[config.mk]
export PLATFORM = sky130hd
export DESIGN_NAME = port_pin_config
export DESIGN_NICKNAME = d
export VERILOG_FILES = /design/src/rtl/pin_sync.v /design/src/rtl/port_pin_config.v
export VERILOG_INCLUDE_DIRS = /design/src /design/src/include
export SDC_FILE = /design/constraint.sdc
export NUM_CORES = 1
export LEC_CHECK = 0
export ABC_AREA = 1
export BUFFER_PORTS_ARGS = -buffer_cell sky130_fd_sc_hd__buf_2
export CAP_MARGIN = 20
export CORE_MARGIN = 10
export CORE_UTILIZATION = 52
export CTS_BUF_LIST = sky130_fd_sc_hd__clkbuf_2
export DETAILED_ROUTE_END_ITERATION = 10
export PLACE_DENSITY = 0.87
export SYNTH_ARGS = -nofsm -noshare
export SYNTH_HDL_FRONTEND = slang
export SYNTH_SLANG_ARGS = --single-unit
[constraint.sdc]
create_clock -name clk_sys -period 0.95 [get_ports clk_sys]
set_input_delay 0 -clock clk_sys [delete_from_list [all_inputs] [get_ports clk_sys]]
set_output_delay 0 -clock clk_sys [all_outputs]
set_load 0.01 [all_outputs]
[src/include/port_pin_map.vh]
// Constants for the per-pin port configuration block.
// Assumes a 16-pin port on one synchronous clock.
`ifndef PORT_PIN_MAP_VH
`define PORT_PIN_MAP_VH

`define PORT_WIDTH 16
`define ANALOG_SELECT_RESET 16'hFFFF
`define PIN_DIRECTION_RESET 16'hFFFF
`define OUTPUT_LATCH_RESET 16'h0000
`define OPEN_DRAIN_RESET 16'h0000
`define PIN_STATE_RESET 16'h0000
`define ANALOG_LEVEL_RESET 16'h0000

`endif

[src/rtl/pin_sync.v]
// Two-stage synchroniser for the digital pin inputs.
// Assumes pins are sampled on clk_sys; first stage feeds only the second.
`timescale 1ns/1ps
`include "port_pin_map.vh"

module pin_sync (
   // Clock and reset
   input wire clk_sys,
   input wire rst,
   // Data
   input wire [`PORT_WIDTH-1:0] async_in,
   output reg [`PORT_WIDTH-1:0] sync_out
);

   reg [`PORT_WIDTH-1:0] meta_q;

   always @(posedge clk_sys) begin
      if (rst) begin
         meta_q <= `PIN_STATE_RESET;
         sync_out <= `PIN_STATE_RESET;
      end else begin
         meta_q <= async_in;
         sync_out <= meta_q;
      end
   end

endmodule // pin_sync

[src/rtl/port_pin_config.v]
// Per-pin configuration, drive and read-back logic of a 16-pin port.
// Holds the four control registers, the pad drive, the synchronised
// read-back and the routing of pin levels to the analog peripherals.
// Assumes the core writes the control registers through write strobes,
// and that pads resolve the pin level from pin_out and pin_oe.
// Assumes software allows the full read-back latency after a write.
`timescale 1ns/1ps
`include "port_pin_map.vh"

////////////////////////////////////////////////////////////////////////////
module port_pin_config (
   // Clock and reset
   input wire clk_sys,
   input wire rst,
   // Register writes from the core
   input wire open_drain_select_we,
   input wire analog_select_we,
   input wire pin_direction_we,
   input wire output_latch_we,
   input wire [`PORT_WIDTH-1:0] wr_data,
   // Register read-back to the core
   output wire [`PORT_WIDTH-1:0] open_drain_select,
   output wire [`PORT_WIDTH-1:0] analog_select,
   output wire [`PORT_WIDTH-1:0] pin_direction,
   output wire [`PORT_WIDTH-1:0] output_latch,
   output wire [`PORT_WIDTH-1:0] pin_state,
   // Pads
   input wire [`PORT_WIDTH-1:0] pin_in,
   output wire [`PORT_WIDTH-1:0] pin_out,
   output wire [`PORT_WIDTH-1:0] pin_oe,
   // Analog peripherals
   input wire [`PORT_WIDTH-1:0] analog_pin_level,
   output wire [`PORT_WIDTH-1:0] analog_level,
   output wire [`PORT_WIDTH-1:0] analog_enable
);

   ////////////////////////////////////////////////////////////////////////
   // Internal state

   // Control registers and their next values
   reg [`PORT_WIDTH-1:0] open_drain_select_q;
   reg [`PORT_WIDTH-1:0] open_drain_select_d;

   reg [`PORT_WIDTH-1:0] analog_select_q;
   reg [`PORT_WIDTH-1:0] analog_select_d;

   reg [`PORT_WIDTH-1:0] pin_direction_q;
   reg [`PORT_WIDTH-1:0] pin_direction_d;

   reg [`PORT_WIDTH-1:0] output_latch_q;
   reg [`PORT_WIDTH-1:0] output_latch_d;

   // Read-back and analog registers
   reg [`PORT_WIDTH-1:0] pin_state_q;
   reg [`PORT_WIDTH-1:0] pin_state_d;

   reg [`PORT_WIDTH-1:0] analog_level_q;
   reg [`PORT_WIDTH-1:0] analog_level_d;

   // Synchronised pins and derived per-pin masks
   wire [`PORT_WIDTH-1:0] pin_sync_q;
   wire [`PORT_WIDTH-1:0] drive_out;
   wire [`PORT_WIDTH-1:0] analog_in_pins;
   wire [`PORT_WIDTH-1:0] analog_out_pins;

   ////////////////////////////////////////////////////////////////////////
   // Helpers

   // Next value of a register that loads whole words on its strobe
   function [`PORT_WIDTH-1:0] write_merge;
      input load;
      input [`PORT_WIDTH-1:0] current;
      input [`PORT_WIDTH-1:0] data;
      begin
         if (load) begin
            write_merge = data;
         end else begin
            write_merge = current;
         end
      end
   endfunction

   // Pins that are analog and set as inputs
   function [`PORT_WIDTH-1:0] analog_in_mask;
      input [`PORT_WIDTH-1:0] sel;
      input [`PORT_WIDTH-1:0] dir;
      begin
         analog_in_mask = sel & dir;
      end
   endfunction

   // Pins that are analog and set as outputs
   function [`PORT_WIDTH-1:0] analog_out_mask;
      input [`PORT_WIDTH-1:0] sel;
      input [`PORT_WIDTH-1:0] dir;
      begin
         analog_out_mask = sel & ~dir;
      end
   endfunction

   // Clears every bit of a word that the mask marks
   function [`PORT_WIDTH-1:0] mask_low;
      input [`PORT_WIDTH-1:0] value;
      input [`PORT_WIDTH-1:0] mask;
      begin
         mask_low = value & ~mask;
      end
   endfunction

   // Level handed to the converter: own drive or pad level, else zero
   function [`PORT_WIDTH-1:0] route_analog;
      input [`PORT_WIDTH-1:0] out_pins;
      input [`PORT_WIDTH-1:0] in_pins;
      input [`PORT_WIDTH-1:0] latch;
      input [`PORT_WIDTH-1:0] level;
      begin
         route_analog = (out_pins & latch) | (in_pins & level);
      end
   endfunction

   ////////////////////////////////////////////////////////////////////////
   // Control registers

   always @* begin
      open_drain_select_d = write_merge(open_drain_select_we,
         open_drain_select_q, wr_data);
      analog_select_d = write_merge(analog_select_we,
         analog_select_q, wr_data);
      pin_direction_d = write_merge(pin_direction_we,
         pin_direction_q, wr_data);
      output_latch_d = write_merge(output_latch_we,
         output_latch_q, wr_data);
   end

   always @(posedge clk_sys) begin
      if (rst) begin
         open_drain_select_q <= `OPEN_DRAIN_RESET;
         analog_select_q <= `ANALOG_SELECT_RESET;
         pin_direction_q <= `PIN_DIRECTION_RESET;
         output_latch_q <= `OUTPUT_LATCH_RESET;
      end else begin
         open_drain_select_q <= open_drain_select_d;
         analog_select_q <= analog_select_d;
         pin_direction_q <= pin_direction_d;
         output_latch_q <= output_latch_d;
      end
   end

   // Register read-back
   assign open_drain_select = open_drain_select_q;
   assign analog_select = analog_select_q;
   assign pin_direction = pin_direction_q;
   assign output_latch = output_latch_q;

   ////////////////////////////////////////////////////////////////////////
   // Pad drive

   // A set direction bit leaves the pad to the outside world
   assign drive_out = ~pin_direction_q;

   // Open drain never drives high; it releases the pad instead
   assign pin_out = mask_low(output_latch_q, open_drain_select_q);
   assign pin_oe = mask_low(drive_out,
      open_drain_select_q & output_latch_q);

   ////////////////////////////////////////////////////////////////////////
   // Input path

   // Pins cross into clk_sys through two flops
   pin_sync u_pin_sync (
      .clk_sys(clk_sys),
      .rst(rst),
      .async_in(pin_in),
      .sync_out(pin_sync_q)
   );

   ////////////////////////////////////////////////////////////////////////
   // Analog routing and read-back

   assign analog_in_pins = analog_in_mask(analog_select_q,
      pin_direction_q);
   assign analog_out_pins = analog_out_mask(analog_select_q,
      pin_direction_q);

   always @* begin
      // Analog inputs read low
      pin_state_d = mask_low(pin_sync_q, analog_in_pins);
      // Digital pins get nothing; analog inputs hand their pad level and analog outputs their output latch to the converter
      analog_level_d = route_analog(analog_out_pins, analog_in_pins,
         output_latch_q, analog_pin_level);
   end

   always @(posedge clk_sys) begin
      if (rst) begin
         pin_state_q <= `PIN_STATE_RESET;
         analog_level_q <= `ANALOG_LEVEL_RESET;
      end else begin
         pin_state_q <= pin_state_d;
         analog_level_q <= analog_level_d;
      end
   end

   assign pin_state = pin_state_q;
   assign analog_level = analog_level_q;

   // Digital pins are cut from the converter
   assign analog_enable = analog_select_q;

endmodule // port_pin_config

==> results of run 1 <==
==> timing repair <==
action / 4_1_cts
endpoints found under the setup margin: 144
hold endpoints to repair: 128
pin swaps: 13
resized for setup: 234
hold buffers: 78
setup buffers: 48
==> through the flow <==
| stage | util (%) | hold slack, ps | cells | cell area, sq um | setup WS [ps] |
|---|---|---|---|---|---|
| global placement | 65.2 | 199 | 823 | 5410 | 185 |
| CTS | 91.7 | 114 | 981 | 7610 | -412 |
| detailed placement | 65.2 | 207 | 823 | 5410 | 114 |
| floorplan | - | 107 | 555 | 4490 | 244 |
==> cell usage after synthesis <==
library cell    n  area share (%)
dfxtp_1       128              57
nor2_1        112             9.4
a21oi_1        64             7.1
inv_1          64             5.3
nand2_1        48             4.0
nand3_1        48             5.3
o21ai_0        45             5.0
buf_4          22             3.7
buf_2          11             1.2
buf_6           4             1.0
inv_2           4            0.33
o21ai_1         3            0.33
clkbuf_1        1           0.083
clkbuf_2        1            0.11
==> routing by layer <==
metal / overflow / GRT usage, %
met1: 0 / 73.8
met2: 244 / 96.8
met3: 3 / 69.0
met4: 152 / 92.2
met5: 0 / 16.5
==> kinds of logic after synthesis <==
group | Yosys count | share of synthesized area (%)
compound gates | 112 | 12.5
buf+inv | 107 | 11.8
flops | 128 | 57.0
simple gates | 208 | 18.7
==> run metrics, run 1 <==
outcome aborted with a tool error; failing step 5_1_grt; Tool Error [ERROR GRT-0232] Routing congestion too high. Check the congestion heatmap in the GUI.; Worst-path end type top-level output; row count 33; largest net degree at the start of global routing 65; Mapped Area 0.00449 sq mm; total global routing overflow 399; Mean Syn Cell Area 8.10 sq um; initial antenna violation count 6; CTS Buffer Depth 2; Die X-Extent 113 microns; DIE HEIGHT around 110 microns; gpl congestion 0.854; clock root buffer clkbuf_2; sequential-to-total area share from yosys stat about 57%; Clock Sinks 128; Post-Syn Nets 609; number of synthesized register bits between 100 and 150; aggregate global-route resource usage 80.2%; cts bufs inserted 17; Worst Endpoint after GRT Repair pin_oe[9]; Detailed Place HPWL 10,100 microns; Boundary Pins 198; Initial Util 54.1%; H-Tree Depth 4; post-synthesis cell type count 14; Port Buffers approximately 200; Mapped Cells 555; Yosys warnings 0
==> run 2, diff against run 1 <==
--- a/config.mk
+++ b/config.mk
@@ -10,10 +10,9 @@
 export BUFFER_PORTS_ARGS = -buffer_cell sky130_fd_sc_hd__buf_2
 export CAP_MARGIN = 20
 export CORE_MARGIN = 10
-export CORE_UTILIZATION = 52
-export CTS_BUF_LIST = sky130_fd_sc_hd__clkbuf_2
+export CORE_UTILIZATION = 40
 export DETAILED_ROUTE_END_ITERATION = 10
-export PLACE_DENSITY = 0.87
+export PLACE_DENSITY_LB_ADDON = 0.15
 export SYNTH_ARGS = -nofsm -noshare
 export SYNTH_HDL_FRONTEND = slang
 export SYNTH_SLANG_ARGS = --single-unit
==> run 2 against run 1 <==
  * The flow now finishes, with violations (setup timing)
  * Area after synthesis stayed put
  * Synthesized cell count unchanged
==> run metrics, run 2 <==
most common cell after layout, fill and taps aside buf_2; DR pass1 iterations 5; Leakage approximately 3.5 nW; Min Hold Slack approximately 15 ps; WL/cell 16.1 microns; final setup margin -104 ps; commonest cells in the netlist dfxtp_1 (128), nor2_1 (112), a21oi_1 (64), inv_1 (64); first-pass GRT wire length 24,100 microns; Placed Area 0.00547 sq mm (+1.1%); critical path class reg -> out; max-slew violations 0; Vias approximately 4,500; TritonCTS clock tree built; Total Nets Final about 860; Post-Layout Cell Count around 960; Yosys warnings 0 (unchanged); H-Tree Depth 4 (unchanged); Routed WL between 15,000 and 20,000 microns; CP endpoint kind output port; initial antenna violation count 0; layout cells sized above 1 43.8%; Synth area leader dfxtp_1; post-synthesis cell type count 14 (unchanged); Synth top area share 57.0% (unchanged); Synth Area in Adders 0% (unchanged); vias per cell approximately 4.7; r2r setup slk around 120 ps; Post-synth EDFFs 0 (unchanged); simple-gate share of the synthesized area 18.7% (unchanged); met1 Use GR 21.0%; Core Region 0.0109 sq mm; gpl congestion 0.795 (-6.8%); top-count cell post-synth dfxtp_1; Post-Syn Nets 609 (unchanged); final period utilization 111%; DIE HEIGHT 126 microns (+12%); CP Data Arrival Time roughly 1100 ps; largest net degree at the start of global routing 51; Initial DRC Count roughly 340; CTS Buffer Depth 2 (unchanged); Die ar. 0.0159 sq mm; Peak VDD IR 0.00118 V; Clk pin slew, worst setup/hold paths 60 ps; Mean Syn Cell Area 8.10 sq um (unchanged); Die X-Extent 126 microns (+12%); FFs w/ async S/R, synth 0% (unchanged); Synth Area in Compound Gates 12.5% (unchanged); M2 GR Usage 31.7%; xor and xnor fraction of the mapped netlist area 0% (unchanged); mux cell area share after synthesis 0% (unchanged); number of synthesized register bits 128 (unchanged); Placed Instances 860 (+4.5%); Hold WC Path Type in -> reg; Mapped Area 0.00449 sq mm (unchanged); Setup Skew 5.05 ps; maximum fanout along the worst path 4; GR Layer Usage met3 approximately 5.9%; Setup TNS -2530 ps; fin crit period 1050 ps; post-place setup slack 126 ps (+11.6 ps); Worst-Margin Slew 339 ps; outcome finished with violations; top cells by area, synth dfxtp_1 (57%), nor2_1 (9.4%), a21oi_1 (7.1%); violated checks setup timing; Hold Violations, Final 0; Initial Util 41.1% (-13 points); largest family of logic cells by synthesized area simple AND/OR/NAND/NOR gates; Worst setup SP type flop; clock root buffer clkbuf_16; cts bufs inserted 17 (unchanged); vias in the first global route roughly 4,500; prevailing post-synth register cell dfxtp_1; aggregate global-route resource usage a little under a fifth; total global routing overflow 0; area occupied by registers 0.00279 sq mm; Max Cap Viol 0; area delta synth->final 58.5%; sequential-to-total area share from yosys stat 57.0% (unchanged); antenna cells 0; Final Setup Violations 34; Mapped Cells 555 (unchanged); unrepaired setup endpoints after global routing true; DRC 0; row count 38 (+15%); Detailed Place HPWL 10,100 microns (+0.43%); Multi-input gate area 0.00148 sq mm; Port Buffers 197 (unchanged); Clock Sinks 128 (unchanged); Finished Cell Area 0.00712 sq mm; fmax between 900 and 1000 MHz; Boundary Pins 198 (unchanged); pwr/cell area approximately 2000 mW/mm^2; relative slew slack 77.4%; most used routing layer met2; most frequent cells in the layout buf_2 (177), nor2_1 (106), dfxtp_1 (64); Fill cells 912; worst skew pair latency 410 ps; Antenna Nets Post-Route 0; WP data required 950 ps
==> run 2: cell counts after synthesis <==
Identical to the previous run, type by type.
==> run 2: routing by layer <==
layer	vias up	share of wire [%]
met5	-	0
met4	0	1.7
met3	21	6.9
met2	156	50
met1	2047	41
li1	2250	-
==> run 2: where the power goes <==
part | total [W] | leakage [nW] | internal (W) | switching [W]
clock network | 0.00667 | 0.291 | 0.00426 | 0.00240
logic | 0.00173 | 2.10 | 0.000831 | 0.000897
registers | 0.00599 | 1.08 | 0.00565 | 0.000341
==> run 2: metrics by stage <==
| step | utilization (%) | total power, W |
|---|---|---|
| after floorplan | - | 0.00680 |
| after global routing | 65.1 | 0.0150 |
| after global placement | 50.0 | 0.00747 |
| after detailed placement | 50.0 | 0.00749 |
| after CTS | 62.7 | 0.0144 |
| final | 65.1 | 0.0144 |
==> run 2: final timing paths <==
kind / from / endpoint / cells after the start
worst max-delay path: open_drain_select[14] / pin_oe[14] / 2
worst min-delay path: pin_direction_we / pin_direction[15] / 3
worst max register to register: output_latch[1] / output_latch[1] / 3
worst min register to register: u_pin_sync.meta_q[9] / u_pin_sync.sync_out[9] / 2
==> run 2: area by class of cell <==
cell class | count | share of cell area, %
Sequential cell | 128 | 39.2
Timing Repair Buffer | 269 | 25.4
Multi-Input combinational cell | 320 | 20.7
Clock buffer | 19 | 6.36
Inverter | 68 | 3.62
Tap cell | 140 | 2.46
Clock inverter | 13 | 2.27
==> run 2: what timing repair did <==
action	4_1_cts	5_1_grt
endpoints found under the hold margin	96	0
setup endpoints to repair	112	101
pin swaps	11	8
hold buffers	49	0
gates resized for setup	109	77
setup buffers	13	3
==> run 2: logic make-up after synthesis <==
logic type             count (synthesis)
flip-flops                           128
AO/OA/AOI/OAI                        112
AND/OR/NAND/NOR                      208
buffers and inverters                107
==> run 2: worst max-delay path, cell delays in order, from the launching register on <==
cell and delay, ps:
dfxtp_4 360, a21oi_2 130, buf_2 160
(Power assumes the default switching activity.)
